[config.mk]
export PLATFORM = sky130hd
export DESIGN_NAME = mps_spi_slave
export DESIGN_NICKNAME = d
export VERILOG_FILES = /design/src/logic/mps_pkg.sv /design/src/logic/mps_strm_if.sv /design/src/logic/mps_fifo.sv /design/src/logic/mps_spi_slave.sv
export SDC_FILE = /design/constraint.sdc
export NUM_CORES = 1
export LEC_CHECK = 0
export ABC_CLOCK_PERIOD_IN_PS = 8150
export BUFFER_PORTS_ARGS = -buffer_cell sky130_fd_sc_hd__clkbuf_2
export CAP_MARGIN = 20
export CORE_MARGIN = 1
export CORE_UTILIZATION = 40
export DETAILED_ROUTE_END_ITERATION = 6
export GPL_TIMING_DRIVEN = 1
export PLACE_DENSITY = 0.66
export REMOVE_ABC_BUFFERS = 1
export SETUP_SLACK_MARGIN = 0.5
export SLEW_MARGIN = 5
export SYNTH_ARGS = -nofsm -noshare
export SYNTH_HDL_FRONTEND = slang
export SYNTH_SLANG_ARGS = --single-unit
[constraint.sdc]
create_clock -name i_ref_clk -period 8.15 [get_ports i_ref_clk]
set_clock_uncertainty 0.05 [all_clocks]
set_input_delay 0 -clock i_ref_clk [delete_from_list [all_inputs] [get_ports i_ref_clk]]
set_output_delay 0 -clock i_ref_clk [all_outputs]
set_load 0.005 [all_outputs]
[src/logic/mps_pkg.sv]
// Constants shared by the serial slave port of the motor pre-driver.
// Assumes a single 20 MHz system clock and a 16-bit framed serial link.
package mps_pkg;

  // ****************************************************************
  // Frame layout
  // ****************************************************************
  localparam int FRAME_BITS = 16;
  localparam int CNT_W = 5;
  localparam logic [4:0] CNT_FULL = 5'h10;
  localparam logic [4:0] CNT_OVER = 5'h11;
  localparam int RW_MSB = 15;
  localparam int RW_LSB = 14;
  localparam int ADDR_MSB = 13;
  localparam int ADDR_LSB = 8;
  localparam int DATA_MSB = 7;
  localparam int DATA_LSB = 0;
  localparam logic [1:0] RW_WRITE = 2'h1;
  localparam logic [1:0] RW_READ = 2'h0;

  // Outgoing word: bit 15 zero, bit 14 fault, bits 13..9 zero, bit 8 one.
  localparam int TX_FAULT_POS = 14;
  localparam int TX_MARK_POS = 8;

  // ****************************************************************
  // Write queue
  // ****************************************************************
  localparam int WR_WIDTH = 14;
  localparam int WR_DEPTH = 16;

  // ****************************************************************
  // Reset values
  // ****************************************************************
  localparam logic [5:0] RST_RD_ADDR = 6'h00;
  localparam logic RST_FAULT = 1'b0;

  // ****************************************************************
  // Timing
  // ****************************************************************
  localparam int CLK_PERIOD_NS = 50;
  localparam int T_WAIT_NS = 5000;
  localparam int WAIT_CYC = (T_WAIT_NS + CLK_PERIOD_NS - 1) / CLK_PERIOD_NS;
  localparam int GAP_W = 7;
  localparam logic [6:0] WAIT_CNT = 7'(WAIT_CYC);

  typedef enum logic [1:0] {
    ST_IDLE,
    ST_FRAME,
    ST_CLOSE
  } mps_state_e;

endpackage

[src/logic/mps_strm_if.sv]
// Valid/ready stream carrier between the port logic and its write queue.
// Assumes both ends run on the same clock.
`timescale 1ns/1ps
interface mps_strm_if #(
  parameter int WIDTH = 14
);
  logic valid;
  logic ready;
  logic [WIDTH-1:0] data;

  modport prod (output valid, output data, input ready);
  modport cons (input valid, input data, output ready);
endinterface

[src/logic/mps_fifo.sv]
// Synchronous FIFO with valid/ready on both sides.
// Assumes one clock and an asynchronous active-low reset.
`timescale 1ns/1ps
module mps_fifo #(
  parameter int WIDTH = 14,
  parameter int DEPTH = 16
) (
  input wire logic i_ref_clk,    // System clock.
  input wire logic i_rst_n,      // Asynchronous reset, active low.
  mps_strm_if.cons s_in,         // Filling side.
  mps_strm_if.prod s_out         // Draining side.
);

  localparam int AW = $clog2(DEPTH);

  logic [WIDTH-1:0] mem [DEPTH];
  logic [AW:0] wr_ptr;
  logic [AW:0] rd_ptr;
  logic full;
  logic empty;
  logic push;
  logic pop;

  // Full is told apart from empty by the extra pointer bit.
  assign empty = (wr_ptr == rd_ptr);
  assign full = (wr_ptr[AW] != rd_ptr[AW]) && (wr_ptr[AW-1:0] == rd_ptr[AW-1:0]);
  assign push = s_in.valid && !full;
  assign pop = s_out.ready && !empty;

  assign s_in.ready = !full;
  assign s_out.valid = !empty;
  assign s_out.data = mem[rd_ptr[AW-1:0]];

  always_ff @(posedge i_ref_clk) begin
    if (push) begin
      mem[wr_ptr[AW-1:0]] <= s_in.data;
    end
  end

  always_ff @(posedge i_ref_clk or negedge i_rst_n) begin
    if (!i_rst_n) begin
      wr_ptr <= '0;
    end else if (push) begin
      wr_ptr <= wr_ptr + 1'b1;
    end
  end

  always_ff @(posedge i_ref_clk or negedge i_rst_n) begin
    if (!i_rst_n) begin
      rd_ptr <= '0;
    end else if (pop) begin
      rd_ptr <= rd_ptr + 1'b1;
    end
  end

endmodule

[src/logic/mps_spi_slave.sv]
// Serial slave port of a three-phase motor pre-driver.
// Assumes the master drives chip select, serial clock and data in,
// all asynchronous to i_ref_clk and far slower than it.
`timescale 1ns/1ps
module mps_spi_slave (
  input wire logic i_ref_clk,           // System clock, 20 MHz.
  input wire logic i_rst_n,             // Asynchronous reset, active low.
  input wire logic i_cs_n,              // Chip select from master, active low.
  input wire logic i_sck,               // Serial clock from master.
  input wire logic i_din,               // Serial data from master.
  output logic o_dout,                  // Serial data to master.
  output logic o_dout_oe_n,             // Low while o_dout drives the pin.
  output logic [5:0] o_rd_addr,         // Address of the last good read frame.
  input wire logic [7:0] i_rd_data,     // Register contents at o_rd_addr.
  output logic o_wr_valid,              // A queued register write is offered.
  input wire logic i_wr_ready,          // Core takes the offered write.
  output logic [5:0] o_wr_addr,         // Address of the offered write.
  output logic [7:0] o_wr_data,         // Data of the offered write.
  output logic o_frame_fault,           // Last frame was erroneous.
  output logic o_gap_short              // Pulse: select fell too soon.
);

  // ****************************************************************
  // Synchronisers
  // ****************************************************************
  // The first stage of each pair is read only by the second stage.
  logic cs_s1;
  logic cs_s2;
  logic cs_d;
  logic sck_s1;
  logic sck_s2;
  logic sck_d;
  logic din_s1;
  logic din_s2;

  always_ff @(posedge i_ref_clk or negedge i_rst_n) begin
    if (!i_rst_n) begin
      cs_s1 <= 1'b1;
      cs_s2 <= 1'b1;
      cs_d <= 1'b1;
    end else begin
      cs_s1 <= i_cs_n;
      cs_s2 <= cs_s1;
      cs_d <= cs_s2;
    end
  end

  always_ff @(posedge i_ref_clk or negedge i_rst_n) begin
    if (!i_rst_n) begin
      sck_s1 <= 1'b0;
      sck_s2 <= 1'b0;
      sck_d <= 1'b0;
    end else begin
      sck_s1 <= i_sck;
      sck_s2 <= sck_s1;
      sck_d <= sck_s2;
    end
  end

  always_ff @(posedge i_ref_clk or negedge i_rst_n) begin
    if (!i_rst_n) begin
      din_s1 <= 1'b0;
      din_s2 <= 1'b0;
    end else begin
      din_s1 <= i_din;
      din_s2 <= din_s1;
    end
  end

  // ****************************************************************
  // Edge detection
  // ****************************************************************
  // Data in has the same two-stage delay as the clock edge it is read on,
  // so the sampled bit is the one present before the master's next change.
  logic cs_fall;
  logic cs_rise;
  logic sck_rise;
  logic sck_fall;

  assign cs_fall = cs_d && !cs_s2;
  assign cs_rise = !cs_d && cs_s2;
  assign sck_rise = !sck_d && sck_s2;
  assign sck_fall = sck_d && !sck_s2;

  // ****************************************************************
  // Frame sequencing
  // ****************************************************************
  // The port never makes a clock or select of its own; it only follows
  // the edges the master produces.
  mps_pkg::mps_state_e state;
  mps_pkg::mps_state_e next_state;

  always_comb begin
    next_state = state;
    case (state)
      mps_pkg::ST_IDLE: begin
        if (cs_fall) begin
          next_state = mps_pkg::ST_FRAME;
        end
      end
      mps_pkg::ST_FRAME: begin
        if (cs_rise) begin
          next_state = mps_pkg::ST_CLOSE;
        end
      end
      mps_pkg::ST_CLOSE: begin
        next_state = mps_pkg::ST_IDLE;
      end
      default: begin
        next_state = mps_pkg::ST_IDLE;
      end
    endcase
  end

  always_ff @(posedge i_ref_clk or negedge i_rst_n) begin
    if (!i_rst_n) begin
      state <= mps_pkg::ST_IDLE;
    end else begin
      state <= next_state;
    end
  end

  logic in_frame;
  assign in_frame = (state == mps_pkg::ST_FRAME);

  // ****************************************************************
  // Receive path
  // ****************************************************************
  // Clock edges outside a frame never reach the shifter or counter.
  logic [mps_pkg::FRAME_BITS-1:0] rx_shift;
  logic [mps_pkg::CNT_W-1:0] pulse_cnt;

  always_ff @(posedge i_ref_clk or negedge i_rst_n) begin
    if (!i_rst_n) begin
      rx_shift <= '0;
    end else if (in_frame && sck_rise) begin
      rx_shift <= {rx_shift[mps_pkg::FRAME_BITS-2:0], din_s2};
    end
  end

  // The count saturates one above sixteen so that long frames stay wrong.
  always_ff @(posedge i_ref_clk or negedge i_rst_n) begin
    if (!i_rst_n) begin
      pulse_cnt <= '0;
    end else if (state == mps_pkg::ST_IDLE && cs_fall) begin
      pulse_cnt <= '0;
    end else if (in_frame && sck_rise && pulse_cnt != mps_pkg::CNT_OVER) begin
      pulse_cnt <= pulse_cnt + 1'b1;
    end
  end

  // ****************************************************************
  // Frame evaluation
  // ****************************************************************
  logic [1:0] rx_rw;
  logic [5:0] rx_addr;
  logic [7:0] rx_data;
  logic count_ok;
  logic is_write;
  logic is_read;
  logic wr_blocked;
  logic frame_good;

  assign rx_rw = rx_shift[mps_pkg::RW_MSB:mps_pkg::RW_LSB];
  assign rx_addr = rx_shift[mps_pkg::ADDR_MSB:mps_pkg::ADDR_LSB];
  assign rx_data = rx_shift[mps_pkg::DATA_MSB:mps_pkg::DATA_LSB];
  assign count_ok = (pulse_cnt == mps_pkg::CNT_FULL);
  assign is_write = (rx_rw == mps_pkg::RW_WRITE);
  assign is_read = (rx_rw == mps_pkg::RW_READ);

  mps_strm_if #(.WIDTH(mps_pkg::WR_WIDTH)) fill_if ();
  mps_strm_if #(.WIDTH(mps_pkg::WR_WIDTH)) drain_if ();

  // A write that finds the queue full cannot be held off on the link, so
  // it is dropped and reported like any other erroneous frame.
  assign wr_blocked = is_write && !fill_if.ready;
  assign frame_good = count_ok && !wr_blocked;

  assign fill_if.valid = (state == mps_pkg::ST_CLOSE) && count_ok && is_write;
  assign fill_if.data = {rx_addr, rx_data};

  always_ff @(posedge i_ref_clk or negedge i_rst_n) begin
    if (!i_rst_n) begin
      o_rd_addr <= mps_pkg::RST_RD_ADDR;
    end else if (state == mps_pkg::ST_CLOSE && count_ok && is_read) begin
      o_rd_addr <= rx_addr;
    end
  end

  always_ff @(posedge i_ref_clk or negedge i_rst_n) begin
    if (!i_rst_n) begin
      o_frame_fault <= mps_pkg::RST_FAULT;
    end else if (state == mps_pkg::ST_CLOSE) begin
      o_frame_fault <= !frame_good;
    end
  end

  // ****************************************************************
  // Transmit path
  // ****************************************************************
  // The word is fixed at select fall from the read address of the last
  // good read frame; a write can change only the fault bit of the word.
  logic [mps_pkg::FRAME_BITS-1:0] tx_word;
  logic [mps_pkg::FRAME_BITS-1:0] tx_shift;

  always_comb begin
    tx_word = '0;
    tx_word[mps_pkg::TX_FAULT_POS] = o_frame_fault;
    tx_word[mps_pkg::TX_MARK_POS] = 1'b1;
    tx_word[mps_pkg::DATA_MSB:mps_pkg::DATA_LSB] = i_rd_data;
  end

  always_ff @(posedge i_ref_clk or negedge i_rst_n) begin
    if (!i_rst_n) begin
      tx_shift <= '0;
    end else if (state == mps_pkg::ST_IDLE && cs_fall) begin
      tx_shift <= tx_word;
    end else if (in_frame && sck_fall) begin
      tx_shift <= {tx_shift[mps_pkg::FRAME_BITS-2:0], 1'b0};
    end
  end

  assign o_dout = tx_shift[mps_pkg::FRAME_BITS-1];

  // Output enable follows the synchronised select so it drops in the same
  // cycle the first bit is loaded and lifts as the frame closes.
  always_ff @(posedge i_ref_clk or negedge i_rst_n) begin
    if (!i_rst_n) begin
      o_dout_oe_n <= 1'b1;
    end else if (state == mps_pkg::ST_IDLE && cs_fall) begin
      o_dout_oe_n <= 1'b0;
    end else if (cs_rise || state != mps_pkg::ST_FRAME) begin
      o_dout_oe_n <= 1'b1;
    end
  end

  // ****************************************************************
  // Idle gap watch
  // ****************************************************************
  // A too-short gap is only reported; the frame is still served.
  logic [mps_pkg::GAP_W-1:0] gap_cnt;

  always_ff @(posedge i_ref_clk or negedge i_rst_n) begin
    if (!i_rst_n) begin
      gap_cnt <= mps_pkg::WAIT_CNT;
    end else if (cs_rise) begin
      gap_cnt <= '0;
    end else if (state == mps_pkg::ST_IDLE && gap_cnt != mps_pkg::WAIT_CNT) begin
      gap_cnt <= gap_cnt + 1'b1;
    end
  end

  always_ff @(posedge i_ref_clk or negedge i_rst_n) begin
    if (!i_rst_n) begin
      o_gap_short <= 1'b0;
    end else begin
      o_gap_short <= (state == mps_pkg::ST_IDLE) && cs_fall
                     && (gap_cnt != mps_pkg::WAIT_CNT);
    end
  end

  // ****************************************************************
  // Write queue
  // ****************************************************************
  mps_fifo #(
    .WIDTH(mps_pkg::WR_WIDTH),
    .DEPTH(mps_pkg::WR_DEPTH)
  ) u_wr_fifo (
    .i_ref_clk(i_ref_clk),
    .i_rst_n(i_rst_n),
    .s_in(fill_if),
    .s_out(drain_if)
  );

  assign drain_if.ready = i_wr_ready;
  assign o_wr_valid = drain_if.valid;
  assign o_wr_addr = drain_if.data[mps_pkg::WR_WIDTH-1:8];
  assign o_wr_data = drain_if.data[7:0];

endmodule

# Word-level counts from Yosys, hierarchy flattened
# Memory sizes are Yosys's and may differ from the RTL's.
# Cells that the tools add are included.
[word_totals]
reg_bits = 73
ram_bits = 224
in_bits = 14
out_inout_bits = 25
word_cells = 83
memories = 1
[memory_table]
columns = ["name", "depth", "word_bits", "rd", "rd_clocked_by_memory_dff", "wr", "line", "source"]
rows = [
  ["u_wr_fifo.mem", 16, 14, 1, 0, 1, "mps_fifo.sv:16", "logic [WIDTH-1:0] mem [DEPTH];"],
]
[op_classes]
n_addsub = 4
n_eq_ne = 12
n_mux = 13
n_reduce_logical = 34
[op_table]
columns = ["operator", "count"]
rows = [
  ["16-bit two-way mux", 2],
  ["1-bit logical AND", 18],
  ["5-bit by 1-bit adder with 5-bit output, second input constant", 3],
  ["7-bit two-way mux", 2],
  ["5-bit two-way mux", 2],
  ["1-bit logical NOT", 8],
  ["2-bit nonzero test", 4],
  ["7-bit by 1-bit adder with 7-bit output, second input constant", 1],
  ["7-bit != test, second input constant", 1],
  ["5-bit equality test", 1],
  ["5-bit equality test, second input constant", 1],
  ["5-bit != test, second input constant", 1],
  ["2-bit by 1-bit equality test with 1-bit output, second input constant", 2],
  ["4-bit equality test", 1],
  ["2-bit logical NOT", 2],
  ["1-bit two-way mux", 4],
  ["2-bit two-way mux", 2],
  ["2-bit != test, second input constant", 2],
  ["2-bit one-hot mux with 2 select lines", 1],
  ["2-bit equality test, second input constant", 1],
  ["2-bit by 1-bit != test with 1-bit output, second input constant", 1],
  ["2-bit AND reduction", 1],
  ["1-bit logical OR", 1],
  ["1-bit != test", 1],
]

# Depth between registers and ports, before layout
# Gate-level depths: netlist (run 1).
[logic_depth]
word_depth = 6
ltp_mapped = 7
mapped_depth_nobuf = 6

# Modules after synthesis
# A second synthesis (run 1) with hierarchy kept.
[unflattened]
hier_cells = 638
area_unflattened_um2 = 11892.7
[by_module_without_submodules]
columns = ["module", "n_inst", "cells_per_inst", "area_per_inst_um2", "seq_area_each_um2"]
rows = [
  ["mps_fifo", 1, 431, 9136.3, 6976.7],
  ["mps_spi_slave", 1, 207, 2756.4, 1585.3],
]

# Worst setup path before layout (run 1)
# OpenSTA, ideal clock, no wires.
[synth_path]
path_kind = "reg-to-reg"
startpoint = "register pulse_cnt[0] (netlist bit)"
endpoint = "memory u_wr_fifo.mem[3][0], enable pin"
setup_ns = 0.403
arrival_ns = 2.306
t_required_ns = 7.697
path_slack_ns = 5.391
path_stages_with_launch = 7
path_buffers = 0
synth_period_minus_slack_ns = 2.759
cell_sequence = "dfrtp_1 -> inv_1 -> ha_1 -> nand3b_1 -> nor3_4 -> o211ai_1 -> nor3_1"
[synth_via]
elab_chain_cells = 6
[synth_lines]
columns = ["element", "line", "source"]
rows = [
  ["from (decl)", "mps_spi_slave.sv:131", "logic [mps_pkg::CNT_W-1:0] pulse_cnt;"],
  ["from (signal assigned)", "mps_spi_slave.sv:148", "pulse_cnt <= pulse_cnt + 1'b1;"],
  ["5-bit equality test", "mps_spi_slave.sv:167", "assign count_ok = (pulse_cnt == mps_pkg::CNT_FULL);"],
  ["1-bit logical AND (2 in a row)", "mps_spi_slave.sv:179", "assign fill_if.valid = (state == mps_pkg::ST_CLOSE) && count_ok && is_write;"],
  ["1-bit logical AND", "mps_fifo.sv:27", "assign push = s_in.valid && !full;"],
  ["1-bit two-way mux", "mps_fifo.sv:35", "if (push) begin"],
  ["1-bit two-way mux (not written as such)", "mps_fifo.sv:36", "mem[wr_ptr[AW-1:0]] <= s_in.data;"],
  ["to (decl)", "mps_fifo.sv:16", ""],
]
# Every way passes these cells.

# Worst setup path in the final report (run 1)
[layout_path]
startpoint = "register u_wr_fifo.rd_ptr[0]"
endpoint = "output o_wr_data[6]"
[layout_via]
elab_chain_cells = 1
[layout_lines]
columns = ["element", "line", "source"]
rows = [
  ["from (decl)", "mps_fifo.sv:18", "logic [AW:0] rd_ptr;"],
  ["from (signal assigned)", "mps_fifo.sv:52", "rd_ptr <= rd_ptr + 1'b1;"],
  ["memory 16 x 14 bit", "-", ""],
  ["to (decl)", "mps_spi_slave.sv:18", "output logic [7:0] o_wr_data,"],
]
# Every way passes these cells.

==> results by group, run 1 <==
Synthesis
  – Syn Area/Cell: 18.7 um^2
  – Ys Warns: 0
  – Netlist cell types: 48
  – Top cell type by total area after synthesis: edfxtp_1
  – Number of flops mapped to enable cells by yosys: 224
  – Top cells by count, synth: edfxtp_1, dfrtp_1, mux4_2, a22oi_1, nand2_1
  – Main synth FF type: edfxtp_1
  – Sequential-to-total area share from yosys stat: 73.5%
  – Count leader, synth: edfxtp_1
  – Post-synthesis cell area: 11700 um^2
  – Synth area leaders: edfxtp_1, dfrtp_1, mux4_2
  – Async SR Flop Fraction: 24.6%
  – Gate Count Post-Synth: 624
  – Seq cells post-synth: 297
  – Top cell type's share of synthesized area: 57.7%

STA
  – Final hold vios: 0
  – Unrepaired setup endpoints after global routing: false
  – Period utilisation layout: 36.3%
  – Final min period: 2.95 ns
  – Worst-Margin Slew: 0.933 ns
  – Fmax: 0.338 GHz
  – Setup TNS: 0 ns
  – Slew HR: 37.8%
  – Slew Viols, Final: 0
  – Count of final setup violators: 0

Floorplan
  – Num rows: 62
  – Initial Util: 40.6%
  – Number of top-level pins: 39
  – Die area: 29800 um^2
  – Chip width: 173 um
  – Die H: 173 um
  – Core Footprint: 28700 um^2

Layout
  – Share of cells above drive strength 1: 29.5%
  – Multi-input logic area: 2940 um^2
  – Post-route insts no fill: 1102
  – Final instance area: 13500 um^2
  – Area growth, synth to finish: 16.2%
  – Reg area: 8570 um^2
  – Nets@finish: 720
  – Number of fill cells in the layout: 2403
  – Antenna cells: 0

Drt
  – Initial drt markers: 427
  – Via count: 5907
  – Via density per instance: 5.36
  – WL/cell: 21.8 um
  – Post-DRT Antenna Nets: 0
  – DR DRC count: 4
  – DRT Pass-1 Iters: 7
  – Detailed Route WL: 24100 um

GRT
  – Met3 Usage GRT: 2.59%
  – GRT Util Overall: 16.4%
  – Met2 Usage GRT: 28.3%
  – Initial antenna violation count: 0
  – Grt total ovfl: 0
  – M1 GR Usage: 21.9%
  – GR peak layer: met2
  – Largest net degree at the start of global routing: 74
  – Global-route wire length before repair: 37100 um
  – Vias in the first global route: 6166

Clock tree
  – Worst skew pair latency: 0.53 ns
  – Post-cts sizing count: 0
  – Post CTS Setup Buffer Count: 0
  – CTS Sinks: 297
  – Root buffer selected by CTS: clkbuf_16
  – CTS clock-pin slew for the worst setup and hold paths: 0.06 ns
  – CTS H-Tree Depth: 1
  – Clock buffer count from CTS: 28
  – CTS tree: done
  – Hold_buf cts: 13
  – Clock Path Buffers: 3

Place
  – # placed instances: 1028
  – Final Wtd Congestion: 0.808
  – Detail Placement HPWL: 15300 um
  – Area after DPL: 12400 um^2
  – IO buf count: 38

Setup path
  – Max Fanout on Critical Path: 37
  – Crit end category: primary output
  – CP startpoint kind: flip-flop
  – Crit path arrival time: 2.90 ns
  – Setup CP Type: flip-flop to primary output
  – Critical Path Start: u_wr_fifo.rd_ptr[0]$_DFFE_PN0P_
  – FF-to-FF path depth: 5
  – Worst R2R Start: u_wr_fifo.wr_ptr[2]$_DFFE_PN0P_
  – WP data required: 8.10 ns

Status
  – Failing checks: DRC
  – Status: finished with violations

Pwr
  – Max VDD drop: 0.181 mV
  – PwrDens: 248 nW/um^2
  – Tot Pwr: 0.00336 W
  – LEAKAGE: 4.77 nW

Worst hold path
  – Hold path start: i_cs_n
  – Hold path depth: 2
  – Worst hold path class: primary input to flip-flop

Run
  – Max-Cap Viols: 0
registers in the layout, indices dropped and copies added, names as in the netlist, 2 cells and up:
register	cells
tx_shift	16
pulse_cnt	5
o_rd_addr	6
rx_shift	16
state	2
u_wr_fifo.mem	224
u_wr_fifo.rd_ptr	5
u_wr_fifo.wr_ptr	5
gap_cnt	7
cell families after synthesis:
group	share of synthesized area (%)
AOI/OAI and AO/OA	4.21
xor gates and xnor gates	1.43
adders and majority gates	1.07
buffers and inverters	1.67
DFF	73.5
muxes	13.6
and+or+nand+nor	4.56
critical path, stage by stage (launching register included):
cell	delay [ns]
dfrtp_4	0.41
buf_4	0.40
buf_16	0.33
mux4_2	0.55
a22oi_1	0.43
nand2_1	0.11
clkbuf_2	0.12
cell type report:
cell class | count | share of cell area, %
inverters | 10 | 0.277
clock buffers | 34 | 5.56
clock inverters | 18 | 1.52
flip-flops and latches | 297 | 63.3
multi-input cells | 283 | 21.7
repair buffers | 76 | 4.10
well taps | 384 | 3.55
final timing paths:
path / slack (ns) / endpoint
max in group asynchronous: 7.25 / u_wr_fifo.rd_ptr[0]$_DFFE_PN0P_
min in group asynchronous: 0.08 / tx_shift[5]$_DFFE_PN0P_
hold / removal: 0.05 / cs_s1$_DFF_PN1_
setup / recovery: 5.20 / o_wr_data[6]
hold reg to reg: 0.30 / din_s2$_DFF_PN0_
setup reg to reg: 5.36 / u_wr_fifo.mem[11][0]$_DFFE_PP_
placed cells by master, fill, tap and decap left out, drive strengths merged, types with 2 or more instances in the layout:
master	count
xor2	6
clkinv	11
nor2b	4
nand4	6
o21ai	5
bufinv	4
edfxtp	224
nor3b	2
nor4bb	3
xnor2	13
or2	2
nand2b	5
buf	25
clkbuf	72
ha	10
nand3	2
o211ai	8
clkinvlp	3
dlygate4sd3	13
and3	3
inv	10
nor3	7
or4	2
mux2i	3
dfrtp	66
a22oi	36
a21oi	4
nor2	28
dfstp	7
mux4	56
nand2	36
mux2	24
a22o	7
metrics by stage:
stage | hold WS, ns | util, % | setup WS, ns
detailed placement | 0.0393 | 43.1 | 5.20
CTS | 0.0261 | 46.9 | 5.14
finish | 0.0462 | 47.2 | 5.20
global placement | 0.0421 | 42.9 | 5.25
global route | 0.0434 | 47.2 | 5.01
floorplan | -0.346 | - | 3.54
where the power goes:
part / leakage (nW) / internal, W / switching [W]
combinational: 1.32 / 0.0000608 / 0.0000578
clock: 0.466 / 0.000785 / 0.000544
sequential: 2.98 / 0.00176 / 0.000147
total: 4.77 / 0.00261 / 0.000748
metal layers:
layer | wire length (um) | vias up
li1 | - | 2608
met1 | 10300 | 3087
met4 | 508 | 0
met2 | 12000 | 177
met5 | 0 | -
met3 | 1180 | 35
No activity file was read; power rests on OpenSTA's default activity.
==> run 2, diff against run 1 <==
- ABC_AREA: default -> 1
- ABC_CLOCK_PERIOD_IN_PS: 8150 -> 2700
- PLACE_DENSITY: 0.66 -> 0.68
- clock period: 8.15 -> 2.7 ns (I/O delays scaled with it)
==> run 2 against run 1 <==
The run now ends clean. Utilization is 3.4 points higher. Die area grew 5.6%. First-iteration DRC count grew 120%. Total power grew to 3.0 times the previous value. Via count increased by 48%. Hold slack about the same. Clock power rose to 2.9 times the previous value. Critical path type unchanged. Largest power group unchanged.
==> results by group, run 2 <==
Synthesis
  – Netlist cell types: 37 (-23%)
  – Main synth FF type: edfxtp_1
  – Seq cells post-synth: 297 (unchanged)
  – Count leader, synth: edfxtp_1
  – Post-synthesis cell area: 12300 um^2 (+5.6%)
  – Gate Count Post-Synth: 1083 (+74%)
  – Sequential-to-total area share from yosys stat: 69.5% (-3.9 points)
  – Ys Warns: 0 (unchanged)
  – Top cell type's share of synthesized area: 54.6% (-3.1 points)
  – Synth area leaders: edfxtp_1, dfrtp_1, nor2_1
  – Top cells by count, synth: edfxtp_1, nor2_1, nand2_1, o21ai_0, inv_1
  – Number of flops mapped to enable cells by yosys: 224 (unchanged)
  – Top cell type by total area after synthesis: edfxtp_1
  – Async SR Flop Fraction: 24.6% (unchanged)
  – Syn Area/Cell: 11.4 um^2 (-39%)

Place
  – Final Wtd Congestion: 0.839 (+3.8%)
  – Area after DPL: 13000 um^2 (+5.3%)
  – Detail Placement HPWL: 17600 um (+15%)
  – IO buf count: 38 (unchanged)

STA
  – Fmax: 0.432 GHz
  – Slew Viols, Final: 0 (unchanged)
  – Final min period: 2.31 ns
  – Worst-Margin Slew: 0.967 ns (+0.0343 ns)
  – Count of final setup violators: 0 (unchanged)
  – Final hold vios: 0 (unchanged)
  – Slew HR: 35.5% (-2.3 points)
  – Unrepaired setup endpoints after global routing: true
  – Period utilisation layout: 85.7%

Setup path
  – Max Fanout on Critical Path: 6 (-84%)
  – WP data required: 2.65 ns (-5.45 ns)
  – Crit end category: primary output
  – CP startpoint kind: flip-flop
  – Setup CP Type: flip-flop to primary output
  – Crit path arrival time: 2.26 ns (-0.64 ns)

Drt
  – Initial drt markers: 948 (+120%)
  – DR DRC count: 0 (-4)
  – Post-DRT Antenna Nets: 0 (unchanged)
  – Via density per instance: 5.49 (+2.4%)
  – WL/cell: 21.1 um (-3.4%)
  – DRT Pass-1 Iters: 6 (-1)
  – Detailed Route WL: 33500 um (+39%)
  – Via count: 8734 (+48%)

Clock tree
  – Worst skew pair latency: 0.55 ns (+0.02 ns)
  – CTS clock-pin slew for the worst setup and hold paths: 0.06 ns (about the same)
  – CTS H-Tree Depth: 1 (unchanged)
  – Root buffer selected by CTS: clkbuf_16
  – CTS tree: done
  – Clock Path Buffers: 3 (unchanged)
  – CTS Sinks: 297 (unchanged)
  – Clock buffer count from CTS: 29 (+3.6%)

Layout
  – Final instance area: 15100 um^2 (+12%)
  – Share of cells above drive strength 1: 21.7% (-7.8 points)
  – Nets@finish: 1202 (+67%)
  – Largest register FFs: 224 (unchanged)
  – Antenna cells: 0 (unchanged)
  – Most common cell after layout, fill and taps aside: edfxtp_1
  – Commonest non-fill, non-tap cells in the layout: edfxtp_1, nand2_1, nor2_1
  – Utilization after layout: 50.5% (+3.4 points)
  – Area growth, synth to finish: 22.9%

Floorplan
  – Die H: 177 um (+2.7%)
  – Number of top-level pins: 39 (unchanged)
  – Die area: 31500 um^2 (+5.6%)
  – Chip width: 177 um (+2.7%)
  – Core Footprint: 30000 um^2 (+4.4%)
  – Num rows: 63 (+1.6%)
  – Initial Util: 41.1% (+0.49 points)

GRT
  – Met2 Usage GRT: 33.1% (+4.8 points)
  – Largest net degree at the start of global routing: 74 (unchanged)
  – GRT Util Overall: 20.7% (+4.3 points)
  – M1 GR Usage: 28.6% (+6.7 points)
  – Global-route wire length before repair: 48800 um (+31%)
  – Initial antenna violation count: 0 (unchanged)
  – Vias in the first global route: 8378 (+36%)
  – Grt total ovfl: 0 (unchanged)
  – Met3 Usage GRT: 3.79% (+1.2 points)
  – GR peak layer: met2

Run
  – Max-Cap Viols: 0 (unchanged)

Pwr
  – PwrDens: 662 nW/um^2 (+170%)
  – LEAKAGE: 5.73 nW (+20%)
  – Max VDD drop: 0.534 mV (+190%)
  – Tot Pwr: 0.0100 W (+200%)

Status
  – Status: finished, final reports clean

Worst hold path
  – Worst hold path class: primary input to flip-flop
==> run 2: cell count changes in the layout (fill, tap and decap cells not counted), moves of 51 or more <==
cell and delta:
nor2_1 +117, nand2_1 +118, o21ai_1 +75, o21ai_0 +76
inv_1 +51, mux4_2 -56
==> run 2: worst paths after layout <==
kind                                                 startpoint                              end  slack (ns)  depth (start not counted)
min in group asynchronous                               i_rst_n          tx_shift[3]$_DFFE_PN0P_        0.11                          2
worst max register to register  u_wr_fifo.rd_ptr[1]$_DFFE_PN0P_    u_wr_fifo.mem[6][6]$_DFFE_PP_        0.49                         11
max in group asynchronous                               i_rst_n  u_wr_fifo.rd_ptr[1]$_DFFE_PN0P_        1.80                          2
worst max-delay path            u_wr_fifo.rd_ptr[0]$_DFFE_PN0P_                     o_wr_addr[5]        0.39                         11
worst min register to register                 din_s1$_DFF_PN0_                 din_s2$_DFF_PN0_        0.30                          0
worst min-delay path                                     i_cs_n                  cs_s1$_DFF_PN1_        0.05                          2
==> run 2: final cells by class <==
class,count,area (um^2)
clock inverter,6,62.6
clock buffer,48,847
timing repair buffer,117,1360
tap,390,488
sequential,297,8570
fill,2542,14800
multi-input combinational,657,3510
inverter,76,298
==> run 2: cell families (layout without fill, tap and decap cells) <==
logic type | after synthesis | count (layout) | share of synthesized area [%]
XOR/XNOR | 11 | 11 | 0.783
adder cells (fa/ha/maj) | 10 | 10 | 1.02
AO/OA/AOI/OAI | 217 | 217 | 9.73
buffers and inverters | 129 | 247 | 4.89
AND/OR/NAND/NOR | 419 | 419 | 14.0
flip-flops | 297 | 297 | 69.5
==> run 2: through the flow <==
stage | hold slack [ns] | setup slack (ns) | std cells | setup TNS [ns]
after global routing | 0.0435 | 0.339 | 1591 | 0
after global placement | 0.0377 | 0.609 | 1491 | 0
after CTS | 0.0392 | 0.404 | 1576 | 0
after detailed placement | 0.0476 | 0.564 | 1491 | 0
after floorplan | -0.346 | -1.42 | 1030 | -326.93
final | 0.0463 | 0.386 | 1591 | 0
==> run 2: report_power, final <==
| group | internal (W) | total [W] | switching (W) |
|---|---|---|---|
| Sequential | 0.00527 | 0.00565 | 0.000382 |
| Clock | 0.00223 | 0.00389 | 0.00166 |
| Combinational | 0.000176 | 0.000470 | 0.000294 |
==> run 2: repair_timing <==
action,4_1_cts,5_1_grt
setup endpoints to repair,14,163
gates cloned,12,7
setup buffers,6,8
pin swaps,10,46
gates resized for setup,87,108
hold buffers,13,0
endpoints found under the hold margin,82,0
==> run 2: per-layer routing <==
metal | routed length, um | vias to the layer above | share of wire [%]
li1 | - | 3926 | -
met1 | 13500 | 4245 | 40
met2 | 15400 | 486 | 46
met3 | 3580 | 77 | 11
met4 | 1090 | 0 | 3.2
met5 | 0 | - | 0
==> run 2: worst max-delay path: stages (launching register included) <==
cell and delay (ns):
dfrtp_4 0.55, buf_12 0.18, buf_16 0.15, nor2_4 0.07, nor2_1 0.04, o21ai_1 0.09
o21ai_1 0.15, nand2_1 0.15, nand2_2 0.09, inv_2 0.07, nand2_1 0.05, buf_2 0.12
